$ cat src/core/rar_pkg.sv
package rar_pkg;
    // Word offsets of the two routing registers.
    localparam logic [7:0] LINE_ONE_ROUTING_OFFSET = 8'h16;
    localparam logic [7:0] LINE_TWO_ROUTING_OFFSET = 8'h17;
    // Printed offsets are not multiples of four, so they are word indices.
    localparam int unsigned REG_BYTE_SHIFT = 2;
    localparam logic [11:0] LINE_ONE_ADDR = 12'h058;
    localparam logic [11:0] LINE_TWO_ADDR = 12'h05c;

    // Field positions shared by both registers.
    localparam int unsigned DIFF_BIT   = 7;
    localparam int unsigned LEVEL_LSB  = 3;
    localparam int unsigned AUX_BIT    = 2;
    localparam int unsigned LEVEL_W    = 4;

    // Values after reset.
    localparam logic [7:0] LINE_ONE_RESET = 8'h78;
    localparam logic [7:0] LINE_TWO_RESET = 8'h78;

    // Level codes.
    localparam logic [3:0] LEVEL_OFF     = 4'hf;
    localparam logic [3:0] LEVEL_MAX_ATT = 4'h8;
    localparam logic [3:0] LEVEL_TWO_MID = 4'h4;

    // Soft-step rate codes.
    localparam logic [1:0] STEP_EVERY_FS = 2'h0;
    localparam logic [1:0] STEP_TWO_FS   = 2'h1;

    // Sample rate for step pacing; 48 kHz at 100 MHz.
    localparam int unsigned CLK_HZ        = 100000000;
    localparam int unsigned FS_HZ         = 48000;
    localparam int unsigned FS_CYCLES     = CLK_HZ / FS_HZ;
    localparam logic [11:0] FS_CYCLES_M1  = 12'(FS_CYCLES - 1);

    // Bus responses.
    localparam logic [1:0] RESP_OKAY   = 2'h0;
    localparam logic [1:0] RESP_SLVERR = 2'h2;

    typedef enum logic [1:0] {
        RAR_ST_IDLE = 2'b00,
        RAR_ST_HOLD = 2'b01
    } rar_step_e;
endpackage : rar_pkg

$ cat src/core/rar_gain_stepper.sv
// Moves an applied level code toward its target, step_size codes per pacing tick.
module rar_gain_stepper
    import rar_pkg::*;
(
    input  wire logic       aclk,
    input  wire logic       aresetn,
    input  wire logic [3:0] target,
    input  wire logic       tick,
    input  wire logic       bypass,
    input  wire logic [3:0] step_size,
    output logic      [3:0] applied
);
    logic [3:0] applied_ff;
    logic [3:0] nxt_applied;

    // A disconnect or reconnect is a switch, not a gain move, so it applies at once.
    always_comb begin
        nxt_applied = applied_ff;
        if (bypass || target == LEVEL_OFF || applied_ff == LEVEL_OFF) begin
            nxt_applied = target;
        end else if (tick && applied_ff < target) begin
            nxt_applied = ((target - applied_ff) < step_size) ? target : 4'(applied_ff + step_size);
        end else if (tick && applied_ff > target) begin
            nxt_applied = ((applied_ff - target) < step_size) ? target : 4'(applied_ff - step_size);
        end
    end

    // Registered so the analog control changes on clean clock edges.
    always_ff @(posedge aclk) begin
        if (!aresetn) begin
            applied_ff <= LEVEL_OFF;
        end else begin
            applied_ff <= nxt_applied;
        end
    end

    assign applied = applied_ff;
endmodule : rar_gain_stepper

$ cat src/core/rar_routing_regs.sv
module rar_routing_regs
    import rar_pkg::*;
(
    input  wire logic        aclk,
    input  wire logic        aresetn,
    input  wire logic [11:0] s_axi_awaddr,
    input  wire logic        s_axi_awvalid,
    output logic             s_axi_awready,
    input  wire logic [31:0] s_axi_wdata,
    input  wire logic [3:0]  s_axi_wstrb,
    input  wire logic        s_axi_wvalid,
    output logic             s_axi_wready,
    output logic [1:0]       s_axi_bresp,
    output logic             s_axi_bvalid,
    input  wire logic        s_axi_bready,
    input  wire logic [11:0] s_axi_araddr,
    input  wire logic        s_axi_arvalid,
    output logic             s_axi_arready,
    output logic [31:0]      s_axi_rdata,
    output logic [1:0]       s_axi_rresp,
    output logic             s_axi_rvalid,
    input  wire logic        s_axi_rready,
    output logic             right_line_input_one_diff,
    output logic             right_line_input_one_connect,
    output logic [3:0]       right_line_input_one_level,
    output logic             right_line_input_two_diff,
    output logic             right_line_input_two_connect,
    output logic [3:0]       right_line_input_two_level,
    output logic             right_adc_power_up,
    output logic             right_weak_cm_bias
);
    // Register storage and bus handshake state.
    logic [7:0]  line_one_ff, nxt_line_one;
    logic [7:0]  line_two_ff, nxt_line_two;
    logic        aw_held_ff, nxt_aw_held;
    logic [11:0] aw_addr_ff, nxt_aw_addr;
    logic        w_held_ff, nxt_w_held;
    logic [7:0]  w_data_ff, nxt_w_data;
    logic        w_strb_ff, nxt_w_strb;
    logic        bvalid_ff, nxt_bvalid;
    logic [1:0]  bresp_ff, nxt_bresp;
    logic        rvalid_ff, nxt_rvalid;
    logic [31:0] rdata_ff, nxt_rdata;
    logic [1:0]  rresp_ff, nxt_rresp;

    // Pacing of gain steps and registered analog controls.
    rar_step_e   pace_ff, nxt_pace;
    logic [11:0] fs_cnt_ff, nxt_fs_cnt;
    logic        tick_ff, nxt_tick;
    logic        one_diff_ff, one_conn_ff, two_diff_ff, two_conn_ff, pwr_ff, bias_ff;
    logic        nxt_one_conn, nxt_two_conn;
    logic        nxt_one_diff, nxt_two_diff, nxt_pwr, nxt_bias;
    logic [3:0]  one_level, two_level;
    logic        step_bypass;
    logic        do_write;

    // A write goes ahead once both address and data are held and no response is pending.
    // A second address may be held meanwhile; it waits here until the response is taken,
    // so a slow master can never have two writes land against one response.
    assign do_write = aw_held_ff && w_held_ff && !bvalid_ff;

    // Write channel: address and data are accepted in either order.
    // Each half is held in its own flop, so the master may offer them in any cycle.
    always_comb begin
        nxt_aw_held  = aw_held_ff;
        nxt_aw_addr  = aw_addr_ff;
        nxt_w_held   = w_held_ff;
        nxt_w_data   = w_data_ff;
        nxt_w_strb   = w_strb_ff;
        nxt_bvalid   = bvalid_ff;
        nxt_bresp    = bresp_ff;
        nxt_line_one = line_one_ff;
        nxt_line_two = line_two_ff;
        if (s_axi_awvalid && !aw_held_ff) begin
            nxt_aw_held = 1'b1;
            nxt_aw_addr = s_axi_awaddr;
        end
        if (s_axi_wvalid && !w_held_ff) begin
            nxt_w_held = 1'b1;
            nxt_w_data = s_axi_wdata[7:0];
            nxt_w_strb = s_axi_wstrb[0];
        end
        if (bvalid_ff && s_axi_bready) begin
            nxt_bvalid = 1'b0;
        end
        if (do_write) begin
            nxt_aw_held = 1'b0;
            nxt_w_held  = 1'b0;
            nxt_bvalid  = 1'b1;
            nxt_bresp   = RESP_OKAY;
            // Only byte lane 0 holds storage; a write without it changes nothing.
            // Low address bits are ignored, so any byte address inside a word selects it.
            if (aw_addr_ff[11:2] == LINE_ONE_ADDR[11:2]) begin
                if (w_strb_ff) begin
                    nxt_line_one = w_data_ff;
                end
            end else if (aw_addr_ff[11:2] == LINE_TWO_ADDR[11:2]) begin
                if (w_strb_ff) begin
                    nxt_line_two = {w_data_ff[7:2], 2'h0};
                end
            end else begin
                nxt_bresp = RESP_SLVERR;
            end
        end
    end

    // Write channel flops; reset leaves every ready high and no response pending.
    always_ff @(posedge aclk) begin
        if (!aresetn) begin
            line_one_ff <= LINE_ONE_RESET;
            line_two_ff <= LINE_TWO_RESET;
            aw_held_ff  <= 1'b0;
            aw_addr_ff  <= 12'h000;
            w_held_ff   <= 1'b0;
            w_data_ff   <= 8'h00;
            w_strb_ff   <= 1'b0;
            bvalid_ff   <= 1'b0;
            bresp_ff    <= RESP_OKAY;
        end else begin
            line_one_ff <= nxt_line_one;
            line_two_ff <= nxt_line_two;
            aw_held_ff  <= nxt_aw_held;
            aw_addr_ff  <= nxt_aw_addr;
            w_held_ff   <= nxt_w_held;
            w_data_ff   <= nxt_w_data;
            w_strb_ff   <= nxt_w_strb;
            bvalid_ff   <= nxt_bvalid;
            bresp_ff    <= nxt_bresp;
        end
    end

    // Read channel: one read at a time, answered the cycle after acceptance.
    // Data is captured at acceptance, so a write landing next cycle cannot tear the answer.
    always_comb begin
        nxt_rvalid = rvalid_ff;
        nxt_rdata  = rdata_ff;
        nxt_rresp  = rresp_ff;
        if (rvalid_ff && s_axi_rready) begin
            nxt_rvalid = 1'b0;
        end
        if (s_axi_arvalid && !rvalid_ff) begin
            nxt_rvalid = 1'b1;
            nxt_rresp  = RESP_OKAY;
            nxt_rdata  = 32'h0000_0000;
            // Unmapped reads answer zero with an error, so software can tell a miss from a value.
            if (s_axi_araddr[11:2] == LINE_ONE_ADDR[11:2]) begin
                nxt_rdata = {24'h00_0000, line_one_ff};
            end else if (s_axi_araddr[11:2] == LINE_TWO_ADDR[11:2]) begin
                nxt_rdata = {24'h00_0000, line_two_ff};
            end else begin
                nxt_rresp = RESP_SLVERR;
            end
        end
    end

    // Read channel flops.
    always_ff @(posedge aclk) begin
        if (!aresetn) begin
            rvalid_ff <= 1'b0;
            rdata_ff  <= 32'h0000_0000;
            rresp_ff  <= RESP_OKAY;
        end else begin
            rvalid_ff <= nxt_rvalid;
            rdata_ff  <= nxt_rdata;
            rresp_ff  <= nxt_rresp;
        end
    end

    // Sample-rate pacing: a tick every sample period, or every second one.
    // The counter runs free, so the first step after a write comes up to one period late, or two when stepping every second period.
    always_comb begin
        nxt_fs_cnt = fs_cnt_ff;
        nxt_pace   = pace_ff;
        nxt_tick   = 1'b0;
        if (fs_cnt_ff == FS_CYCLES_M1) begin
            nxt_fs_cnt = 12'h000;
            case (pace_ff)
                RAR_ST_IDLE: begin
                    nxt_tick = 1'b1;
                    if (line_one_ff[1:0] == STEP_TWO_FS) begin
                        nxt_pace = RAR_ST_HOLD;
                    end
                end
                RAR_ST_HOLD: begin
                    nxt_pace = RAR_ST_IDLE;
                end
                default: begin
                    nxt_pace = RAR_ST_IDLE;
                end
            endcase
        end else begin
            nxt_fs_cnt = 12'(fs_cnt_ff + 12'h001);
        end
    end

    // Pacing flops; the tick is registered so both steppers see it on the same edge.
    always_ff @(posedge aclk) begin
        if (!aresetn) begin
            fs_cnt_ff <= 12'h000;
            pace_ff   <= RAR_ST_IDLE;
            tick_ff   <= 1'b0;
        end else begin
            fs_cnt_ff <= nxt_fs_cnt;
            pace_ff   <= nxt_pace;
            tick_ff   <= nxt_tick;
        end
    end

    // Codes 10 and 11 turn stepping off, so new levels apply at once.
    // Both steppers share this bypass, as the stepping control lives in the first register.
    assign step_bypass = line_one_ff[1];

    // Input one walks one 1.5 dB code per tick.
    // A level change and a tick in one cycle move the level at once toward the new target.
    rar_gain_stepper u_step_one (
        .aclk      (aclk),
        .aresetn   (aresetn),
        .target    (line_one_ff[LEVEL_LSB +: LEVEL_W]),
        .tick      (tick_ff),
        .bypass    (step_bypass),
        .step_size (4'h1),
        .applied   (one_level)
    );

    // Input two has only 6 dB steps, so it walks four codes per tick.
    // Reserved targets are walked to like any other; keeping them out is left to software.
    rar_gain_stepper u_step_two (
        .aclk      (aclk),
        .aresetn   (aresetn),
        .target    (line_two_ff[LEVEL_LSB +: LEVEL_W]),
        .tick      (tick_ff),
        .bypass    (step_bypass),
        .step_size (LEVEL_TWO_MID),
        .applied   (two_level)
    );

    // Connection follows the stored code rather than the applied level, so a disconnect
    // takes effect at once even while a gain step is under way; reserved codes are stored as written.
    always_comb begin
        nxt_one_diff = line_one_ff[DIFF_BIT];
        nxt_one_conn = (line_one_ff[LEVEL_LSB +: LEVEL_W] <= LEVEL_MAX_ATT);
        nxt_two_diff = line_two_ff[DIFF_BIT];
        nxt_two_conn = (line_two_ff[LEVEL_LSB +: LEVEL_W] != LEVEL_OFF);
        nxt_pwr      = line_one_ff[AUX_BIT];
        nxt_bias     = line_two_ff[AUX_BIT];
    end

    // Analog controls are registered so every output leaves a flip-flop.
    // One cycle of lag behind the register is negligible against analog settling.
    always_ff @(posedge aclk) begin
        if (!aresetn) begin
            one_diff_ff <= 1'b0;
            one_conn_ff <= 1'b0;
            two_diff_ff <= 1'b0;
            two_conn_ff <= 1'b0;
            pwr_ff      <= 1'b0;
            bias_ff     <= 1'b0;
        end else begin
            one_diff_ff <= nxt_one_diff;
            one_conn_ff <= nxt_one_conn;
            two_diff_ff <= nxt_two_diff;
            two_conn_ff <= nxt_two_conn;
            pwr_ff      <= nxt_pwr;
            bias_ff     <= nxt_bias;
        end
    end

    // Bus handshake outputs come straight from the held and valid flops.
    assign s_axi_awready                = !aw_held_ff;
    assign s_axi_wready                 = !w_held_ff;
    assign s_axi_bvalid                 = bvalid_ff;
    assign s_axi_bresp                  = bresp_ff;
    assign s_axi_arready                = !rvalid_ff;
    assign s_axi_rvalid                 = rvalid_ff;
    assign s_axi_rdata                  = rdata_ff;
    assign s_axi_rresp                  = rresp_ff;

    // Analog controls and applied levels leave their flip-flops directly.
    assign right_line_input_one_diff    = one_diff_ff;
    assign right_line_input_one_connect = one_conn_ff;
    assign right_line_input_one_level   = one_level;
    assign right_line_input_two_diff    = two_diff_ff;
    assign right_line_input_two_connect = two_conn_ff;
    assign right_line_input_two_level   = two_level;
    assign right_adc_power_up           = pwr_ff;
    assign right_weak_cm_bias           = bias_ff;
endmodule : rar_routing_regs

$ cat config.mk
export PLATFORM = sky130hd
export DESIGN_NAME = rar_routing_regs
export DESIGN_NICKNAME = d
export VERILOG_FILES = /design/src/core/rar_pkg.sv /design/src/core/rar_gain_stepper.sv /design/src/core/rar_routing_regs.sv
export SDC_FILE = /design/constraint.sdc
export NUM_CORES = 1
export LEC_CHECK = 0
export BUFFER_PORTS_ARGS = -buffer_cell sky130_fd_sc_hd__buf_2
export CAP_MARGIN = 15
export CORE_UTILIZATION = 40
export CTS_BUF_LIST = sky130_fd_sc_hd__clkbuf_16
export DETAILED_ROUTE_END_ITERATION = 12
export MAX_ROUTING_LAYER = met4
export PLACE_DENSITY = 0.65
export RECOVER_POWER = 100
export SLEW_MARGIN = 0
export SYNTH_ARGS = -nofsm -noshare
export SYNTH_HDL_FRONTEND = slang
export SYNTH_SLANG_ARGS = --single-unit
$ cat constraint.sdc
create_clock -name aclk -period 3.53 [get_ports aclk]
set_clock_uncertainty 0.05 [all_clocks]
set_input_delay 0.1765 -clock aclk [delete_from_list [all_inputs] [get_ports aclk]]
set_output_delay 0.1765 -clock aclk [all_outputs]
set_load 0.005 [all_outputs]
==> impl_metrics.env, run 1 <==
export IMPL_cts_buffers=9
export IMPL_drive_above_1_share=0.141
export IMPL_grt_pass1_vias=2917
export IMPL_areaGrowthSynthToFinish_pct=15.4
export IMPL_syn_area_per_cell_um2=8.62
export IMPL_die_area_um2=10100
export IMPL_port_buffers=64
export IMPL_hpwl_um=6090
export IMPL_drc=0
export IMPL_grt_pass1_wl_um=13300
export IMPL_drt_iter0_drc=128
export IMPL_overflow=0
export IMPL_final_cells=647
export IMPL_fin_tns_setup_ns=0
export IMPL_report_final_slew_viol_count=41
export IMPL_diodes=0
export IMPL_tightest_slew_ns=1.54
export IMPL_wirelength_um=8200
export IMPL_grt_use_total=0.172
export IMPL_cellPowerDensity_nw_per_um2=417
export IMPL_syn_area_um2=3900
export IMPL_setup_worst_path_start="u_step_one.applied[0]$_SDFFE_PN1P_"
export IMPL_grt_max_degree=41
export IMPL_r2r_start="u_step_one.applied[0]$_SDFFE_PN1P_"
export IMPL_placed_area_um2=4230
export IMPL_drv_cap=1
export IMPL_wl_per_cell_um=12.7
export IMPL_fmax_ghz=0.360
export IMPL_fin_area_um2=4500
export IMPL_ctsHtreeMaxLevel=3
export IMPL_vdd_drop_max_mv=0.191
export IMPL_final_antenna_net_count=0
export IMPL_timing_final_crit_period_ns=2.78
export IMPL_synth_area_leaders="dfxtp_1 (39%), nand2_1 (7.1%), ha_1 (6.1%)"
export IMPL_path_clk_slew_ns=0.06
export IMPL_row_count=35
export IMPL_fin_nets=600
export IMPL_die_h_um=101
export IMPL_avgViaCountPerCell=4.96
export IMPL_ios=122
export IMPL_synth_edf_count=0
export IMPL_yosys_area_top_type_share=0.385
export IMPL_startpoint_type="register"
export IMPL_vias=3207
export IMPL_worstPathMaxFanout=7
export IMPL_clock_latency_ns=0.33
export IMPL_required_ns=3.59
export IMPL_hold_start="s_axi_wdata[0]"
export IMPL_crit_path_end_kind="register"
export IMPL_postCtsSetupRepairBufs=0
export IMPL_cts_resized=0
export IMPL_arrival_ns=2.83
export IMPL_core_um2=9330
export IMPL_dieWidth_um=101
export IMPL_rsz0062_at_grt="no"
export IMPL_synthDistinctLibCells=56
export IMPL_hold_viol=0
export IMPL_setup_viol=0
export IMPL_yosysSeqAreaShare=0.385
export IMPL_violations="capacitance limit, slew limit"
export IMPL_fin_crit_sh=0.787
export IMPL_synth_cells=452
export IMPL_yosys_warnings=0
export IMPL_ys_seq_elements=75
export IMPL_globalplace_congestion=0.909
export IMPL_postCtsHoldBufs=0
export IMPL_fill_cells=922
export IMPL_synthFlopType="dfxtp_1"
export IMPL_dpl_cell_count=631
export IMPL_cts_sinks=75
export IMPL_power_leakage_uw=0.00195
export IMPL_cts_tree="done"
export IMPL_netlist_top_cell_by_area="dfxtp_1"
export IMPL_hp_class="in -> reg"
export IMPL_first_pass_iters=4
export IMPL_clockBufferDepth=2
export IMPL_async_flop_share=0
export IMPL_status="complete, but fails checks"
export IMPL_slew_headroom=-0.0273
export IMPL_start_util=0.418
export IMPL_cts_root_buf="clkbuf_16"
export IMPL_crit_type="reg -> reg"
export IMPL_antenna_found_initial=0
==> layout make-up <==
| class | instances | area (µm²) | area share |
|---|---|---|---|
| clock buffers | 9 | 225 | 0.0501 |
| inverters | 20 | 75.1 | 0.0167 |
| clock inverters | 7 | 68.8 | 0.0153 |
| well taps | 129 | 161 | 0.0359 |
| multi-input cells | 341 | 2150 | 0.479 |
| flip-flops and latches | 75 | 1500 | 0.334 |
| repair buffers | 66 | 312 | 0.0693 |
==> cell usage in the layout (no fill, tap or decap), types with 3 or more instances in the layout <==
master and n:
a21boi_0 20, a21oi_1 7, a22oi_1 9, a31oi_1 6, and2_1 6, buf_2 51
clkbuf_1 15, clkbuf_16 9, conb_1 26, dfxtp_1 75, ha_1 19, inv_1 21
mux2i_1 10, nand2_1 74, nand3_1 11, nand3b_1 3, nand4_1 9, nor2_1 27
nor2b_1 23, nor3_1 7, nor3b_1 4, o211ai_1 8, o21ai_0 10, o22ai_1 3
or4_1 3, xnor2_1 6, xor2_1 13
==> stage by stage <==
stage / setup WS [ns] / hold slack [ns] / util / power, µW
final: 0.753 / 0.0458 / 0.482 / 1880
after global routing: 0.532 / 0.0428 / 0.482 / 1940
after CTS: 0.804 / 0.0383 / 0.485 / 1900
after detailed placement: 0.813 / 0.381 / 0.454 / 1000
after global placement: 0.918 / 0.372 / 0.454 / 1000
after floorplan: 1.06 / 0.264 / - / 982
==> power breakdown <==
group | switching, µW | internal (µW)
Sequential | 15.5 | 868
Combinational | 56.4 | 42.6
Clock | 349 | 545
Total | 421 | 1460
==> worst max-delay path, stage by stage, from the launching register on <==
cell       delay [ns]
dfxtp_1          0.44
inv_1            0.16
ha_1             0.25
fa_1             0.43
nand3b_1         0.23
a32o_1           0.36
nand2b_1         0.22
o211a_1          0.18
o22ai_1          0.11
o2111ai_1        0.14
==> routing by layer <==
metal	track usage	wire, µm	share of wire
met5	-	0	0
met4	0.0613	48	0.0059
met3	0.0340	328	0.040
met2	0.280	3970	0.48
met1	0.211	3860	0.47
==> synthesized netlist by cell type, drive strengths merged, types with 3 or more instances <==
library cell,count
a21boi,20
nor3b,4
a31oi,6
buf,28
dfxtp,75
nor2,27
nand3b,3
nor2b,23
a22oi,9
o22ai,3
inv,20
clkbuf,13
nand4,9
nand3,11
xnor2,6
o211ai,8
a21oi,7
nand2,74
ha,19
nor4b,3
mux2i,10
and2,6
o21ai,10
or4,4
xor2,13
nor3,7
==> state kept, by name, indices dropped and copies added, names as in the netlist, 4 cells and up <==
name,cells
fs_cnt_ff,12
aw_addr_ff,10
u_step_one.applied,4
w_data_ff,8
s_axi_rdata,8
u_step_two.applied,4
line_one_ff,8
line_two_ff,6
==> final timing paths <==
path	endpoint	slack [ns]	cells after the start
max	u_step_one.applied[0]$_SDFFE_PN1P_	0.75	9
min	w_data_ff[0]$_SDFFE_PN0P_	0.05	3
max reg2reg	u_step_one.applied[0]$_SDFFE_PN1P_	0.75	9
min reg2reg	tick_ff$_SDFF_PN0_	0.40	1
==> cells by family (layout without fill, tap and decap cells) <==
logic type      after synthesis  count (layout)  share of synthesized area
compound gates               83              83                      0.153
xor+xnor                     19              19                     0.0427
simple gates                181             181                      0.236
fa+ha+maj                    20              20                     0.0662
mux                          12              12                     0.0315
buf+inv                      61             102                     0.0845
other cells                   1              26                   0.000962
flops                        75              75                      0.385
No activity file was read; power rests on OpenSTA's default activity.
==> run 2, diff against run 1 <==
--- a/config.mk
+++ b/config.mk
@@ -5,13 +5,14 @@
 export SDC_FILE = /design/constraint.sdc
 export NUM_CORES = 1
 export LEC_CHECK = 0
+export ABC_AREA = 1
 export BUFFER_PORTS_ARGS = -buffer_cell sky130_fd_sc_hd__buf_2
 export CAP_MARGIN = 15
 export CORE_UTILIZATION = 40
 export CTS_BUF_LIST = sky130_fd_sc_hd__clkbuf_16
 export DETAILED_ROUTE_END_ITERATION = 12
 export MAX_ROUTING_LAYER = met4
-export PLACE_DENSITY = 0.65
+export PLACE_DENSITY = 0.67
 export RECOVER_POWER = 100
 export SLEW_MARGIN = 0
 export SYNTH_ARGS = -nofsm -noshare
==> constraint.sdc (replaced) <==
create_clock -name aclk -period 2.5 [get_ports aclk]
set_clock_uncertainty 0.05 [all_clocks]
set_input_delay 0.125 -clock aclk [delete_from_list [all_inputs] [get_ports aclk]]
set_output_delay 0.125 -clock aclk [all_outputs]
set_load 0.005 [all_outputs]
==> run 2 against run 1 <==
Net effect:
- the flow now finishes without violations
- count of clock-buffer cells in the layout is the same
- worst setup slack worse by 0.49 ns
- synthesized area grew 3.1%
- via count rose by 12%
- routed wire length grew 6.8%
- synthesized cell count rose by 22%
- power rose by 40%
- cell area is 3.5% higher
- sequential share of layout area is 1.1 points lower
- core utilization decreased by 0.58 points
- critical path type unchanged
- largest power group is now sequential cells
- highest routed layer unchanged
==> impl_metrics.env, run 2 <==
export IMPL_status="complete, no violations"
export IMPL_clock_latency_ns=0.33
export IMPL_hold_slack_ns=0.00462
export IMPL_first_pass_iters=4
export IMPL_setup_ws_ns=0.265
export IMPL_tightest_slew_ns=1.12
export IMPL_rsz0062_at_grt="no"
export IMPL_crit_buf_inv=3
export IMPL_crit_path_end_kind="register"
export IMPL_top_regs="fs_cnt_ff x12, aw_addr_ff x10"
export IMPL_wl_per_cell_um=11.5
export IMPL_grt_pass1_vias=3323
export IMPL_drv_cap=0
export IMPL_path_clk_slew_ns=0.06
export IMPL_report_final_slew_viol_count=0
export IMPL_cts_tree="done"
export IMPL_seq_area_um2=1500
export IMPL_synthFlopType="dfxtp_1"
export IMPL_grt_max_degree=29
export IMPL_syn_area_um2=4020
export IMPL_hold_viol=0
export IMPL_synth_area_leaders="dfxtp_1 (37%), nand2_1 (8.5%), nor2_1 (7.6%)"
export IMPL_final_antenna_net_count=0
export IMPL_drive_above_1_share=0.127
export IMPL_wirelength_um=8760
export IMPL_fin_nets=710
export IMPL_arrival_ns=2.46
export IMPL_die_h_um=102
export IMPL_cellPowerDensity_nw_per_um2=563
export IMPL_synthTopCellsByCount="nand2_1 (91), nor2_1 (81), dfxtp_1 (75)"
export IMPL_fin_area_um2=4660
export IMPL_grt_pass1_wl_um=14900
export IMPL_areaGrowthSynthToFinish_pct=15.8
export IMPL_r2r_slack_ns=0.26
export IMPL_min_path_cells=3
export IMPL_multi_input_area_um2=2030
export IMPL_fill_cells=975
export IMPL_critPathSlowestCell="dfxtp_1"
export IMPL_use_met3=0.0308
export IMPL_startpoint_type="register"
export IMPL_antenna_found_initial=0
export IMPL_path_delay_family="simple AND/OR/NAND/NOR gates"
export IMPL_setup_viol=0
export IMPL_placed_area_um2=4340
export IMPL_post_place_ws_ns=0.308
export IMPL_slew_headroom=0.254
export IMPL_ys_seq_elements=75
export IMPL_vias=3589
export IMPL_clock_power_share=0.445
export IMPL_ios=122
export IMPL_yosys_warnings=0
export IMPL_largest_reg_flops=12
export IMPL_cts_buffers=9
export IMPL_crit_chain="inv_1 > ha_1 > fa_1 > nand3b_1 > inv_1 > nor2_4 > inv_2 > nand3_2 > nand3_2 > nand2_1 > nand2_1 > nand2_1 > nand2_1"
export IMPL_power_switching_uw=639
export IMPL_seqPwrFrac=0.482
export IMPL_required_ns=2.72
export IMPL_grt_use_met2=0.308
export IMPL_cpMostUsedCell="nand2_1"
export IMPL_timing_final_crit_period_ns=2.24
export IMPL_power_leakage_uw=0.00236
export IMPL_yosysSeqAreaShare=0.374
export IMPL_avgViaCountPerCell=4.72
export IMPL_p_int_uw=1980
export IMPL_max_stage_delay_ns=0.44
export IMPL_core_um2=9770
export IMPL_worstPathMaxFanout=6
export IMPL_diodes=0
export IMPL_hold_path_endpoint="w_data_ff[0]$_SDFFE_PN0P_"
export IMPL_async_flop_share=0
export IMPL_clockBufferDepth=2
export IMPL_hold_start="s_axi_wdata[0]"
export IMPL_drc=0
export IMPL_yosys_area_top_type_share=0.374
export IMPL_fin_crit_sh=0.894
export IMPL_regMostFlops="fs_cnt_ff"
export IMPL_synthDistinctLibCells=41
export IMPL_crit_type="reg -> reg"
export IMPL_grt_busiest_layer="met2"
export IMPL_vdd_drop_max_mv=0.399
export IMPL_r2r_cells=13
export IMPL_r2r_start="u_step_one.applied[0]$_SDFFE_PN1P_"
export IMPL_syn_area_per_cell_um2=7.29
export IMPL_hpwl_um=6540
export IMPL_fin_tns_setup_ns=0
export IMPL_overflow=0
export IMPL_ctsHtreeMaxLevel=3
export IMPL_globalplace_congestion=0.880
export IMPL_hp_class="in -> reg"
export IMPL_grt_met1_usage=0.230
export IMPL_cts_sinks=75
export IMPL_port_buffers=64
export IMPL_fmax_ghz=0.447
export IMPL_rr_endpoint="u_step_one.applied[1]$_SDFFE_PN1P_"
export IMPL_drt_iter0_drc=181
export IMPL_cts_root_buf="clkbuf_16"
export IMPL_dieWidth_um=102
export IMPL_grt_use_total=0.188
export IMPL_pwr_share_comb=0.073
export IMPL_synth_edf_count=0
export IMPL_yosysMostFrequentCell="nand2_1"
export IMPL_row_count=36
export IMPL_final_common_cell="nand2_1"
export IMPL_final_cell_mix="nand2_1 (92), nor2_1 (83), dfxtp_1 (75)"
export IMPL_start_util=0.411
export IMPL_p_sw_frac=0.244
export IMPL_netlist_top_cell_by_area="dfxtp_1"
export IMPL_die_area_um2=10500
export IMPL_synth_cells=551
## run 2: cell count changes after synthesis, moves of 7 or more
| cell | before | now |
|---|---|---|
| nand3_2 | 0 | 7 |
| a21boi_0 | 19 | 0 |
| a21oi_1 | 7 | 31 |
| inv_1 | 20 | 67 |
| nand2_1 | 74 | 91 |
| nor2_1 | 27 | 81 |
| nand3_1 | 11 | 32 |
| o21ai_0 | 10 | 44 |
| a22oi_1 | 9 | 0 |
| nor2b_1 | 23 | 0 |
| clkbuf_1 | 13 | 6 |
| mux2i_1 | 10 | 0 |
## run 2: stage by stage
step,util,instances,total power (µW)
global placement,0.444,734,1460
floorplan,-,576,1430
finish,0.476,761,2620
global route,0.476,761,2730
detailed placement,0.444,734,1470
CTS,0.482,761,2650
## run 2: kinds of logic after synthesis
family                     count (synthesis)  share of synthesized area
other                                      1                   0.000933
AOI/OAI and AO/OA                         93                      0.133
xor gates and xnor gates                   7                     0.0153
DFF                                       75                      0.374
buffers and inverters                    113                      0.136
adders and majority gates                 20                     0.0641
and+or+nand+nor                          242                      0.278
## run 2: per-layer routing
metal,vias up,share of wire
li1,1858,-
met1,1598,0.47
met2,115,0.46
met3,18,0.050
met4,0,0.019
met5,-,0
## run 2: cell type report
class	instances	area share
inverters	73	0.0589
clock buffers	9	0.0484
well taps	133	0.0357
multi-input cells	388	0.437
clock inverters	7	0.00941
repair buffers	76	0.0884
flip-flops and latches	75	0.322
## run 2: what timing repair did
action | 4_1_cts | 5_1_grt
hold buffers | 11 | 0
gates resized for setup | 0 | 0
endpoints found under the hold margin | 11 | 0
endpoints found under the setup margin | 0 | 0
buffers inserted | 0 | 0
## run 2: worst reg2reg max path, delay by kind of cell (launching register included)
kind | cells | cell delay (ns)
AND/OR/NAND/NOR | 8 | 0.68
flip-flops | 1 | 0.44
buffers and inverters | 3 | 0.37
adder cells (fa/ha/maj) | 2 | 0.66
## run 2: how the worst max path moves through the flow
stage | start | endpoint | slack (ns) | cells after the start
final | u_step_one.applied[0]$_SDFFE_PN1P_ | u_step_one.applied[1]$_SDFFE_PN1P_ | 0.26 | 13
after global placement | u_step_one.applied[0]$_SDFFE_PN1P_ | u_step_one.applied[1]$_SDFFE_PN1P_ | 0.37 | 13
after detailed placement | u_step_one.applied[0]$_SDFFE_PN1P_ | u_step_one.applied[1]$_SDFFE_PN1P_ | 0.31 | 13
after floorplan | u_step_one.applied[0]$_SDFFE_PN1P_ | u_step_one.applied[0]$_SDFFE_PN1P_ | 0.53 | 12
after global routing | u_step_one.applied[0]$_SDFFE_PN1P_ | u_step_one.applied[0]$_SDFFE_PN1P_ | 0.06 | 12
after CTS | u_step_one.applied[0]$_SDFFE_PN1P_ | u_step_one.applied[1]$_SDFFE_PN1P_ | 0.29 | 13
## run 2: power groups by stage
stage                     sequential (µW)  clock (µW)  combinational, µW
after global placement               1290           0                176
after CTS                            1260        1190                194
after floorplan                      1280           0                145
after detailed placement             1290           0                180
final                                1260        1170                190
after global routing                 1270        1240                224
